$ cat config.mk
export PLATFORM = sky130hd
export DESIGN_NAME = acb_config_bank
export DESIGN_NICKNAME = d
export VERILOG_FILES = /design/src/logic/acb_pkg.sv /design/src/logic/acb_config_bank.sv /design/src/logic/acb_frame_receiver.sv /design/src/logic/acb_lane_shifter.sv
export SDC_FILE = /design/constraint.sdc
export NUM_CORES = 1
export LEC_CHECK = 0
export ABC_AREA = 0
export BUFFER_PORTS_ARGS = -buffer_cell sky130_fd_sc_hd__buf_4
export CAP_MARGIN = 40
export CORE_UTILIZATION = 35
export DETAILED_ROUTE_END_ITERATION = 8
export HOLD_SLACK_MARGIN = 0.08
export PLACE_DENSITY = 0.61
export RECOVER_POWER = 25
export SYNTH_ARGS = -nofsm -noshare
export SYNTH_HDL_FRONTEND = slang
export SYNTH_HIERARCHICAL = 1
export SYNTH_SLANG_ARGS = --single-unit
export TNS_END_PERCENT = 20
$ cat constraint.sdc
create_clock -name i_mclk -period 4.4 [get_ports i_mclk]
set_clock_uncertainty 0.2 [all_clocks]
set_input_delay 0.66 -clock i_mclk [delete_from_list [all_inputs] [get_ports i_mclk]]
set_output_delay 0.66 -clock i_mclk [all_outputs]
set_load 0.01 [all_outputs]
$ cat src/logic/acb_pkg.sv
// shared constants, types and functions of the configuration register bank
package acb_pkg;

  // register selects carried in the frame
  localparam logic [2:0] ACB_ADDR_SAMPLING_SETUP = 3'h1;
  localparam logic [2:0] ACB_ADDR_OUTPUT_RESET = 3'h2;

  // frame layout
  localparam logic [4:0] ACB_FRAME_BITS = 5'h10;
  localparam logic [4:0] ACB_FRAME_CRC_BITS = 5'h18;
  localparam logic [3:0] ACB_CRC_BITS = 4'h8;
  localparam int ACB_WR_BIT = 15;
  localparam int ACB_ADDR_MSB = 14;
  localparam int ACB_ADDR_LSB = 12;

  // sampling_setup fields
  localparam int ACB_STYLE_BIT = 9;
  localparam int ACB_RATIO_MSB = 8;
  localparam int ACB_RATIO_LSB = 6;
  localparam int ACB_CHK_IN_BIT = 5;
  localparam int ACB_CHK_OUT_BIT = 4;
  localparam int ACB_FLAG_SEL_BIT = 3;
  localparam int ACB_BOOST_BIT = 2;
  localparam int ACB_PWRDN_BIT = 0;
  localparam logic [11:0] ACB_SETUP_WRITE_MASK = 12'h3FD;
  localparam logic [11:0] ACB_SETUP_RESET = 12'h000;

  // output_and_reset_control fields
  localparam int ACB_LANE_MSB = 9;
  localparam int ACB_LANE_LSB = 8;
  localparam int ACB_RST_MSB = 7;
  localparam int ACB_RST_LSB = 0;
  localparam logic [7:0] ACB_SOFT_RESET_CODE = 8'h3C;
  localparam logic [7:0] ACB_HARD_RESET_CODE = 8'hFF;

  // result layout
  localparam int ACB_LANE_VEC_BITS = 72;
  localparam int ACB_LEN_BITS = 7;
  localparam logic [6:0] ACB_RESULT_BITS = 7'h10;
  localparam logic [6:0] ACB_BOOST_RESULT_BITS = 7'h12;

  // checksum
  localparam logic [7:0] ACB_CRC_POLY = 8'h07;
  localparam logic [7:0] ACB_CRC_INIT = 8'h00;

  typedef enum logic [1:0] {
    ACB_LANE_TWO = 2'b00,
    ACB_LANE_ONE = 2'b01,
    ACB_LANE_FOUR = 2'b10,
    ACB_LANE_ONE_ALT = 2'b11
  } acb_lane_e;

  localparam acb_lane_e ACB_LANE_RESET = ACB_LANE_TWO;

  typedef enum logic {
    ACB_FRAME_IDLE = 1'b0,
    ACB_FRAME_BUSY = 1'b1
  } acb_frame_e;

  function automatic logic [7:0] acb_crc8_step(input logic [7:0] crc, input logic bit_in);
    logic fb;
    fb = crc[7] ^ bit_in;
    return {crc[6:0], 1'b0} ^ (fb ? ACB_CRC_POLY : 8'h00);
  endfunction : acb_crc8_step

endpackage : acb_pkg

$ cat src/logic/acb_config_bank.sv
// configuration register bank behind the 16-bit serial frame interface
`timescale 1ns/1ps
module acb_config_bank (
  // clock, reset, enable
  input wire logic i_mclk,
  input wire logic i_rst_b,
  input wire logic i_ce,
  // serial pins
  input wire logic i_sclk,
  input wire logic i_cs_b,
  input wire logic i_serial_in_line,
  output logic o_serial_out_line_first,
  output logic o_serial_out_line_second,
  output logic o_serial_out_line_third,
  output logic o_serial_out_line_fourth,
  // conversion results and flags from the converter core
  input wire logic [17:0] i_result_a,
  input wire logic [17:0] i_result_b,
  input wire logic [17:0] i_result_c,
  input wire logic [17:0] i_result_d,
  input wire logic i_out_of_range,
  input wire logic i_load_error_evt,
  // configuration outputs
  output logic [2:0] o_averaging_ratio_field,
  output logic [5:0] o_averaging_factor,
  output logic o_averaging_style_select,
  output logic o_resolution_boost,
  output logic o_power_down_select,
  output logic o_checksum_in_enable,
  output logic o_checksum_out_enable,
  output logic o_flag_on_second_line,
  output acb_pkg::acb_lane_e o_output_lane_mode,
  // events and status
  output logic o_soft_reset_pulse,
  output logic o_hard_reset_pulse,
  output logic o_frame_discard_pulse,
  output logic o_load_error
);
  import acb_pkg::*;

  function automatic logic [5:0] acb_ratio_factor(input logic [2:0] code);
    case (code)
      3'h1: return 6'h02;
      3'h2: return 6'h04;
      3'h3: return 6'h08;
      3'h4: return 6'h10;
      3'h5: return 6'h20;
      default: return 6'h00;
    endcase
  endfunction : acb_ratio_factor

  function automatic logic [6:0] acb_lane_len(input logic [2:0] words, input logic boost);
    logic [6:0] w;
    w = boost ? ACB_BOOST_RESULT_BITS : ACB_RESULT_BITS;
    return 7'(w * {4'h0, words});
  endfunction : acb_lane_len

  function automatic logic [71:0] acb_pack(input logic [17:0] a, input logic [17:0] b,
                                           input logic [17:0] c, input logic [17:0] d,
                                           input logic boost);
    if (boost) begin
      return {a, b, c, d};
    end
    return {a[15:0], b[15:0], c[15:0], d[15:0], 8'h00};
  endfunction : acb_pack

  // pin synchronisers
  logic sclk_s1, sclk_s2, sclk_s3;
  logic cs_s1, cs_s2, cs_s3;
  logic sdi_s1, sdi_s2;

  always_ff @(posedge i_mclk or negedge i_rst_b) begin
    if (!i_rst_b) begin
      {sclk_s1, sclk_s2, sclk_s3} <= 3'h0;
      {cs_s1, cs_s2, cs_s3} <= 3'h7;
      {sdi_s1, sdi_s2} <= 2'h0;
    end else if (i_ce) begin
      {sclk_s1, sclk_s2, sclk_s3} <= {i_sclk, sclk_s1, sclk_s2};
      {cs_s1, cs_s2, cs_s3} <= {i_cs_b, cs_s1, cs_s2};
      {sdi_s1, sdi_s2} <= {i_serial_in_line, sdi_s1};
    end
  end

  acb_frame_e frame_state;
  acb_frame_e next_frame_state;
  wire cs_fall = !cs_s2 && cs_s3;
  wire cs_rise = cs_s2 && !cs_s3;
  wire busy = (frame_state == ACB_FRAME_BUSY);
  wire frame_start = (frame_state == ACB_FRAME_IDLE) && cs_fall;
  wire frame_end = busy && cs_rise;
  wire bit_strobe = busy && !cs_s2 && sclk_s2 && !sclk_s3;
  wire shift_strobe = busy && !cs_s2 && !sclk_s2 && sclk_s3;

  always_comb begin
    case (frame_state)
      ACB_FRAME_IDLE: next_frame_state = cs_fall ? ACB_FRAME_BUSY : ACB_FRAME_IDLE;
      ACB_FRAME_BUSY: next_frame_state = cs_rise ? ACB_FRAME_IDLE : ACB_FRAME_BUSY;
      default: next_frame_state = ACB_FRAME_IDLE;
    endcase
  end

  // frame reception
  logic [23:0] rx_shift;
  logic [4:0] rx_count;
  logic rx_crc_ok;

  acb_frame_receiver u_rx (
    .i_mclk(i_mclk),
    .i_rst_b(i_rst_b),
    .i_ce(i_ce),
    .i_start(frame_start),
    .i_strobe(bit_strobe),
    .i_bit(sdi_s2),
    .o_shift(rx_shift),
    .o_count(rx_count),
    .o_crc_ok(rx_crc_ok)
  );

  // register state
  logic [11:0] setup_reg;
  acb_lane_e lane_reg;
  logic read_pending;
  logic [2:0] read_addr;
  logic load_error;

  // frame decode
  wire len_plain = (rx_count == ACB_FRAME_BITS);
  wire len_chk = (rx_count == ACB_FRAME_CRC_BITS);
  wire [15:0] rx_word = len_chk ? rx_shift[23:8] : rx_shift[15:0];
  wire rx_wr = rx_word[ACB_WR_BIT];
  wire [2:0] rx_addr = rx_word[ACB_ADDR_MSB:ACB_ADDR_LSB];
  wire [11:0] rx_data = rx_word[11:0];
  wire sets_chk_in = rx_wr && (rx_addr == ACB_ADDR_SAMPLING_SETUP) && rx_data[ACB_CHK_IN_BIT];
  wire need_chk = setup_reg[ACB_CHK_IN_BIT] || sets_chk_in;
  wire accept = (len_plain && !need_chk) || (len_chk && rx_crc_ok);
  wire frame_ok = frame_end && accept;
  wire discard = frame_end && !accept;
  wire wr_setup = frame_ok && rx_wr && (rx_addr == ACB_ADDR_SAMPLING_SETUP);
  wire wr_outctl = frame_ok && rx_wr && (rx_addr == ACB_ADDR_OUTPUT_RESET);
  wire [7:0] rst_code = rx_data[ACB_RST_MSB:ACB_RST_LSB];
  wire hard_reset = wr_outctl && (rst_code == ACB_HARD_RESET_CODE);
  wire soft_reset = wr_outctl && (rst_code == ACB_SOFT_RESET_CODE);
  wire lane_write = wr_outctl && !hard_reset && !soft_reset;
  wire valid_read_addr = (rx_addr == ACB_ADDR_SAMPLING_SETUP) ||
                         (rx_addr == ACB_ADDR_OUTPUT_RESET);
  wire read_req = frame_ok && !rx_wr && valid_read_addr;

  wire [11:0] next_setup = hard_reset ? ACB_SETUP_RESET :
                           (wr_setup ? (rx_data & ACB_SETUP_WRITE_MASK) : setup_reg);
  wire next_load_error = i_load_error_evt ? 1'b1 : (hard_reset ? 1'b0 : load_error);

  always_ff @(posedge i_mclk or negedge i_rst_b) begin
    if (!i_rst_b) begin
      frame_state <= ACB_FRAME_IDLE;
      setup_reg <= ACB_SETUP_RESET;
      lane_reg <= ACB_LANE_RESET;
      read_pending <= 1'b0;
      read_addr <= 3'h0;
      load_error <= 1'b0;
    end else if (i_ce) begin
      frame_state <= next_frame_state;
      setup_reg <= next_setup;
      load_error <= next_load_error;
      if (hard_reset) begin
        lane_reg <= ACB_LANE_RESET;
      end else if (lane_write) begin
        lane_reg <= acb_lane_e'(rx_data[ACB_LANE_MSB:ACB_LANE_LSB]);
      end
      if (hard_reset) begin
        read_pending <= 1'b0;
      end else if (frame_ok) begin
        read_pending <= read_req;
        read_addr <= rx_addr;
      end else if (frame_start) begin
        read_pending <= 1'b0;
      end
    end
  end

  // readback word: write flag clear, address, then data; reserved bits zero
  wire [11:0] outctl_read = {2'h0, lane_reg, 8'h00};
  wire [11:0] read_data = (read_addr == ACB_ADDR_SAMPLING_SETUP) ? setup_reg : outctl_read;
  wire [15:0] read_word = {1'b0, read_addr, read_data};

  // effective result width
  wire [5:0] factor = acb_ratio_factor(setup_reg[ACB_RATIO_MSB:ACB_RATIO_LSB]);
  wire boost = setup_reg[ACB_BOOST_BIT] && (factor != 6'h00);
  wire chk_out = setup_reg[ACB_CHK_OUT_BIT];

  // lane vectors and lengths for the coming access
  wire mode_one = (lane_reg == ACB_LANE_ONE) || (lane_reg == ACB_LANE_ONE_ALT);
  wire mode_four = (lane_reg == ACB_LANE_FOUR);
  wire mode_two = (lane_reg == ACB_LANE_TWO);
  wire [71:0] vec_one = acb_pack(i_result_a, i_result_b, i_result_c, i_result_d, boost);
  wire [71:0] vec_ab = acb_pack(i_result_a, i_result_b, 18'h00000, 18'h00000, boost);
  wire [71:0] vec_cd = acb_pack(i_result_c, i_result_d, 18'h00000, 18'h00000, boost);
  wire [71:0] vec_a = acb_pack(i_result_a, 18'h00000, 18'h00000, 18'h00000, boost);
  wire [71:0] vec_b = acb_pack(i_result_b, 18'h00000, 18'h00000, 18'h00000, boost);
  wire [71:0] vec_c = acb_pack(i_result_c, 18'h00000, 18'h00000, 18'h00000, boost);
  wire [71:0] vec_d = acb_pack(i_result_d, 18'h00000, 18'h00000, 18'h00000, boost);
  wire [2:0] words_first = mode_one ? 3'h4 : (mode_two ? 3'h2 : 3'h1);
  wire [2:0] words_second = mode_one ? 3'h0 : (mode_two ? 3'h2 : 3'h1);
  wire [2:0] words_outer = mode_four ? 3'h1 : 3'h0;

  wire [71:0] ld_vec_first = read_pending ? {read_word, 56'h0} :
                             (mode_one ? vec_one : (mode_two ? vec_ab : vec_a));
  wire [6:0] ld_len_first = read_pending ? ACB_RESULT_BITS : acb_lane_len(words_first, boost);
  wire [71:0] ld_vec_second = mode_two ? vec_cd : vec_b;
  wire [6:0] ld_len_second = read_pending ? 7'h00 : acb_lane_len(words_second, boost);
  wire [6:0] ld_len_outer = read_pending ? 7'h00 : acb_lane_len(words_outer, boost);

  logic line_first, line_second, line_third, line_fourth;

  acb_lane_shifter #(.VEC_BITS(ACB_LANE_VEC_BITS), .LEN_BITS(ACB_LEN_BITS)) u_lane_first (
    .i_mclk(i_mclk),
    .i_rst_b(i_rst_b),
    .i_ce(i_ce),
    .i_load(frame_start),
    .i_shift(shift_strobe),
    .i_vec(ld_vec_first),
    .i_len(ld_len_first),
    .i_crc_en(chk_out),
    .o_line(line_first)
  );

  acb_lane_shifter #(.VEC_BITS(ACB_LANE_VEC_BITS), .LEN_BITS(ACB_LEN_BITS)) u_lane_second (
    .i_mclk(i_mclk),
    .i_rst_b(i_rst_b),
    .i_ce(i_ce),
    .i_load(frame_start),
    .i_shift(shift_strobe),
    .i_vec(ld_vec_second),
    .i_len(ld_len_second),
    .i_crc_en(chk_out),
    .o_line(line_second)
  );

  acb_lane_shifter #(.VEC_BITS(ACB_LANE_VEC_BITS), .LEN_BITS(ACB_LEN_BITS)) u_lane_third (
    .i_mclk(i_mclk),
    .i_rst_b(i_rst_b),
    .i_ce(i_ce),
    .i_load(frame_start),
    .i_shift(shift_strobe),
    .i_vec(vec_c),
    .i_len(ld_len_outer),
    .i_crc_en(chk_out),
    .o_line(line_third)
  );

  acb_lane_shifter #(.VEC_BITS(ACB_LANE_VEC_BITS), .LEN_BITS(ACB_LEN_BITS)) u_lane_fourth (
    .i_mclk(i_mclk),
    .i_rst_b(i_rst_b),
    .i_ce(i_ce),
    .i_load(frame_start),
    .i_shift(shift_strobe),
    .i_vec(vec_d),
    .i_len(ld_len_outer),
    .i_crc_en(chk_out),
    .o_line(line_fourth)
  );

  // pin muxing; lines are low outside a frame, except the second line while it carries the out-of-range flag
  wire flag_second = (lane_reg == ACB_LANE_ONE) && setup_reg[ACB_FLAG_SEL_BIT];
  wire drive = busy && !cs_s2;
  wire next_second = flag_second ? i_out_of_range : (drive && line_second);
  wire next_fourth = mode_four && drive && line_fourth;

  always_ff @(posedge i_mclk or negedge i_rst_b) begin
    if (!i_rst_b) begin
      o_serial_out_line_first <= 1'b0;
      o_serial_out_line_second <= 1'b0;
      o_serial_out_line_third <= 1'b0;
      o_serial_out_line_fourth <= 1'b0;
    end else if (i_ce) begin
      o_serial_out_line_first <= drive && line_first;
      o_serial_out_line_second <= next_second;
      o_serial_out_line_third <= drive && line_third;
      o_serial_out_line_fourth <= next_fourth;
    end
  end

  // registered configuration and event outputs
  always_ff @(posedge i_mclk or negedge i_rst_b) begin
    if (!i_rst_b) begin
      o_averaging_ratio_field <= 3'h0;
      o_averaging_factor <= 6'h00;
      o_averaging_style_select <= 1'b0;
      o_resolution_boost <= 1'b0;
      o_power_down_select <= 1'b0;
      o_checksum_in_enable <= 1'b0;
      o_checksum_out_enable <= 1'b0;
      o_flag_on_second_line <= 1'b0;
      o_output_lane_mode <= ACB_LANE_RESET;
      o_soft_reset_pulse <= 1'b0;
      o_hard_reset_pulse <= 1'b0;
      o_frame_discard_pulse <= 1'b0;
      o_load_error <= 1'b0;
    end else if (i_ce) begin
      o_averaging_ratio_field <= setup_reg[ACB_RATIO_MSB:ACB_RATIO_LSB];
      o_averaging_factor <= factor;
      o_averaging_style_select <= setup_reg[ACB_STYLE_BIT];
      o_resolution_boost <= boost;
      o_power_down_select <= setup_reg[ACB_PWRDN_BIT];
      o_checksum_in_enable <= setup_reg[ACB_CHK_IN_BIT];
      o_checksum_out_enable <= chk_out;
      o_flag_on_second_line <= flag_second;
      o_output_lane_mode <= lane_reg;
      o_soft_reset_pulse <= soft_reset;
      o_hard_reset_pulse <= hard_reset;
      o_frame_discard_pulse <= discard;
      o_load_error <= load_error;
    end
  end

endmodule : acb_config_bank

$ cat src/logic/acb_frame_receiver.sv
// input frame shifter with running checksum
`timescale 1ns/1ps
module acb_frame_receiver (
  // clock and reset
  input wire logic i_mclk,
  input wire logic i_rst_b,
  input wire logic i_ce,
  // frame control
  input wire logic i_start,
  input wire logic i_strobe,
  input wire logic i_bit,
  // results
  output logic [23:0] o_shift,
  output logic [4:0] o_count,
  output logic o_crc_ok
);
  import acb_pkg::*;

  logic [7:0] crc;

  // checksum run over data and received checksum leaves zero when they match
  assign o_crc_ok = (crc == 8'h00);

  always_ff @(posedge i_mclk or negedge i_rst_b) begin
    if (!i_rst_b) begin
      o_shift <= 24'h000000;
      o_count <= 5'h00;
      crc <= ACB_CRC_INIT;
    end else if (i_ce) begin
      if (i_start) begin
        o_shift <= 24'h000000;
        o_count <= 5'h00;
        crc <= ACB_CRC_INIT;
      end else if (i_strobe) begin
        o_shift <= {o_shift[22:0], i_bit};
        o_count <= (o_count == 5'h1F) ? o_count : o_count + 5'h01;
        crc <= acb_crc8_step(crc, i_bit);
      end
    end
  end

endmodule : acb_frame_receiver

$ cat src/logic/acb_lane_shifter.sv
// one serial output lane: data bits then optional checksum byte
`timescale 1ns/1ps
module acb_lane_shifter #(
  parameter int VEC_BITS = 72,
  parameter int LEN_BITS = 7
) (
  // clock and reset
  input wire logic i_mclk,
  input wire logic i_rst_b,
  input wire logic i_ce,
  // load and shift
  input wire logic i_load,
  input wire logic i_shift,
  input wire logic [VEC_BITS-1:0] i_vec,
  input wire logic [LEN_BITS-1:0] i_len,
  input wire logic i_crc_en,
  // line
  output logic o_line
);
  import acb_pkg::*;

  logic [VEC_BITS-1:0] sr;
  logic [LEN_BITS-1:0] left;
  logic [7:0] crc;
  logic [3:0] crc_left;
  wire data_phase = (left != '0);
  wire crc_phase = !data_phase && (crc_left != 4'h0);

  assign o_line = data_phase ? sr[VEC_BITS-1] : (crc_phase ? crc[7] : 1'b0);

  always_ff @(posedge i_mclk or negedge i_rst_b) begin
    if (!i_rst_b) begin
      sr <= '0;
      left <= '0;
      crc <= ACB_CRC_INIT;
      crc_left <= 4'h0;
    end else if (i_ce) begin
      if (i_load) begin
        sr <= i_vec;
        left <= i_len;
        crc <= ACB_CRC_INIT;
        crc_left <= (i_crc_en && i_len != '0) ? ACB_CRC_BITS : 4'h0;
      end else if (i_shift && data_phase) begin
        crc <= acb_crc8_step(crc, sr[VEC_BITS-1]);
        sr <= {sr[VEC_BITS-2:0], 1'b0};
        left <= left - LEN_BITS'(1);
      end else if (i_shift && crc_phase) begin
        crc <= {crc[6:0], 1'b0};
        crc_left <= crc_left - 4'h1;
      end
    end
  end

endmodule : acb_lane_shifter

==> flow_summary.toml <==
[route]
drt_first_pass_iters = 5
detail-route-antenna-nets = 0
avgViaCountPerCell = 5.12
drtIter0Drc = 1077
wl_per_cell_um = 17.6
routed_wl_um = 58400
num_vias = 17000
route.detailed.drc = 0

[timing]
hold_viol = 0
slew_violations = 126
min_period_ps = 3490
slew_headroom_pct = -68.2
setup_viol = 0
setup_tns_ps = 0
min_period_over_period_pct = 79.4
tightest_slew_ps = 2520
max_freq_mhz = 286
rsz0062_at_grt = "false"
layout_setup_ws_ps = 908

[floorplan]
die_width_um = 271
dieHeight_um = 271
start_util_pct = 35.4
core_um2 = 71500
dieArea_um2 = 73400
ioPinCount = 105
rows = 98

[global_route]
grt_pass1_vias = 17800
grt_usage_pct = 15.9
antenna_found_initial = 0
grt_pass1_wl_um = 96400
overflow = 0
grt_start_max_net_pins = 89

[clock_tree]
clock_sinks = 450
cts_tree = "built"
clockBufferDepth = 3
cts-resized-gates = 0
root_buffer = "clkbuf_16"
postCtsSetupBuffers = 0
htreeDepth = 2
cts_made_buffers = 49
clkSlewWorstSetupHoldPaths_ps = 60
insertion_delay_ps = 590

[critical_path]
critPathArrivalTime_ps = 3760
reg2reg_slack_ps = 910
crit_type = "reg -> reg"
slowest_stage = "buf_4"
start_kind = "flop"
required_ps = 4670
rr_startpoint = "cs_s3$_DFFE_PN1P_"
max_stage_delay_ps = 800
reg2reg_to = "u_lane_second/sr[22]$_DFFE_PN0P_"
r2r_cells = 7
path_cells = "inv_1, nor3_2, buf_4, buf_4, buf_4, mux2_2, mux2_2"
cp_max_fo = 70
cp-end-kind = "flop"
worst_path_most_repeated_cell = "buf_4"

[outcome]
violations = "capacitance limit, slew limit"
outcome = "complete, but fails checks"

[logic_synthesis]
yosys.area.top_type_share_pct = 44.2
async_flop_share_pct = 100
ys_types = 71
yosys_warnings = 6
synth_xor_area_share_pct = 0.727
synthMuxAreaShare_pct = 31.7
synth.avg_cell_area_um2 = 12.0
ys_seq_area_share_pct = 44.5
synth_compound_area_share_pct = 8.82
synthSimpleGateAreaFrac_pct = 9.21
synthAdderAreaFrac_pct = 0.890
synth_edf_count = 0
synth_seq_cells = 450
synth_area_um2 = 25300
synth_ff_type = "dfrtp_1"
syn_inst = 2104
synth_top_family_by_area = "multiplexers"
yosysTopAreaCell = "dfrtp_1"
synth_area_leaders = "dfrtp_1 44%, mux2_2 16%, mux2_4 14%"

[pwr]
p_int_mw = 10.8
p_leak_nw = 13.7
p_sw_share_pct = 27.4
p_sw_mw = 4.07
powerDensity_nw_per_um2 = 509
ir_drop_mv = 0.273
p_clk_share_pct = 28.2
power_frac_seq_pct = 42.4
combinationalPowerShare_pct = 29.3

[placement]
hpwl_um = 38400
gp_congestion = 0.878
dp_slack_ps = 879
placed_cell_area_um2 = 27600
io_buffers = 103

[flow_run]
drv_cap = 2

[hold_path]
holdPathEnd = "sclk_s1$_DFFE_PN0P_"
hold_class = "in -> reg"
hp-start = "i_sclk"
hold-path-cell-count = 2

[cells_and_area]
drive_gt1_share_pct = 35.5
diodes = 0
final_cell_area_um2 = 29200
final_cell_mix = "447 x dfrtp_1, 350 x mux2_2, 240 x mux2_4"
area_growth_pct = 15.4
nets = 2426
final_common_cell = "dfrtp_1"
==> how the worst max path moves through the flow <==
stage | from | end | cells past startpoint
floorplan | setup_reg[8]$_DFFE_PN0P_ | u_lane_first/crc_left[3]$_DFFE_PN0P_ | 9
global placement | i_ce | u_lane_fourth/sr[29]$_DFFE_PN0P_ | 6
detailed placement | i_ce | u_lane_fourth/sr[29]$_DFFE_PN0P_ | 6
CTS | cs_s3$_DFFE_PN1P_ | u_lane_second/sr[22]$_DFFE_PN0P_ | 7
global route | cs_s3$_DFFE_PN1P_ | u_lane_second/sr[22]$_DFFE_PN0P_ | 7
finish | cs_s3$_DFFE_PN1P_ | u_lane_second/sr[22]$_DFFE_PN0P_ | 7
==> worst max-delay path: cells and delay by family, from the launching register on <==
family / cells / cell delay [ps]
AND/OR/NAND/NOR: 1 / 210
buffers and inverters: 4 / 1650
flip-flops: 1 / 560
multiplexers: 2 / 690
==> through the flow <==
stage,std cells,hold WS (ps),total power [mW],util [%]
after floorplan,2276,164,9.79,-
after global placement,3221,276,10.5,38.5
after detailed placement,3225,281,10.7,38.6
after CTS,3315,83.9,15.0,40.9
after global routing,3315,90.0,15.7,40.9
final,3315,121,14.9,40.9
==> Yosys cell counts (27+ instances only) <==
| cell | number |
|---|---|
| a21oi_1 | 101 |
| dfrtp_1 | 447 |
| nor3_1 | 32 |
| inv_1 | 52 |
| clkbuf_1 | 79 |
| o22ai_1 | 27 |
| o21ai_0 | 39 |
| mux2i_1 | 46 |
| nand2_1 | 202 |
| mux2_2 | 350 |
| a22o_1 | 56 |
| nor2_1 | 61 |
| mux2_4 | 240 |
==> power groups by stage <==
stage | clock, mW | sequential, mW | combinational [mW]
2_1_floorplan | 0 | 6.05 | 3.74
4_1_cts | 4.32 | 6.31 | 4.40
6_report | 4.19 | 6.31 | 4.36
3_5_place_dp | 0 | 6.35 | 4.37
5_1_grt | 4.47 | 6.47 | 4.75
3_3_place_gp | 0 | 6.29 | 4.19
==> logic make-up after synthesis <==
logic type / after synthesis
other: 1
flip-flops: 450
AO/OA/AOI/OAI: 329
adder cells (fa/ha/maj): 18
AND/OR/NAND/NOR: 452
XOR/XNOR: 21
multiplexers: 637
buffers and inverters: 196
==> layout make-up <==
| cell class | instances | area, µm² |
|---|---|---|
| clock buffers | 75 | 1460 |
| clock inverters | 13 | 154 |
| fillers | 6731 | 42300 |
| inverters | 56 | 210 |
| multi-input cells | 1630 | 13700 |
| flip-flops and latches | 450 | 11300 |
| well taps | 950 | 1190 |
| repair buffers | 141 | 1230 |
==> repair_timing <==
| item | in CTS | in global routing |
|---|---|---|
| hold buffers | 2 | 0 |
| setup endpoints to repair | 0 | 0 |
| endpoints found under the hold margin | 80 | 0 |
==> metal layers <==
metal / global-route usage (%) / share of wire (%) / wire [µm]
met1: 21.2 / 46 / 26600
met4: 4.80 / 2.6 / 1530
met2: 26.4 / 48 / 27900
met5: 0 / 0 / 0
met3: 2.43 / 4.0 / 2320
(Power assumes the default switching activity.)
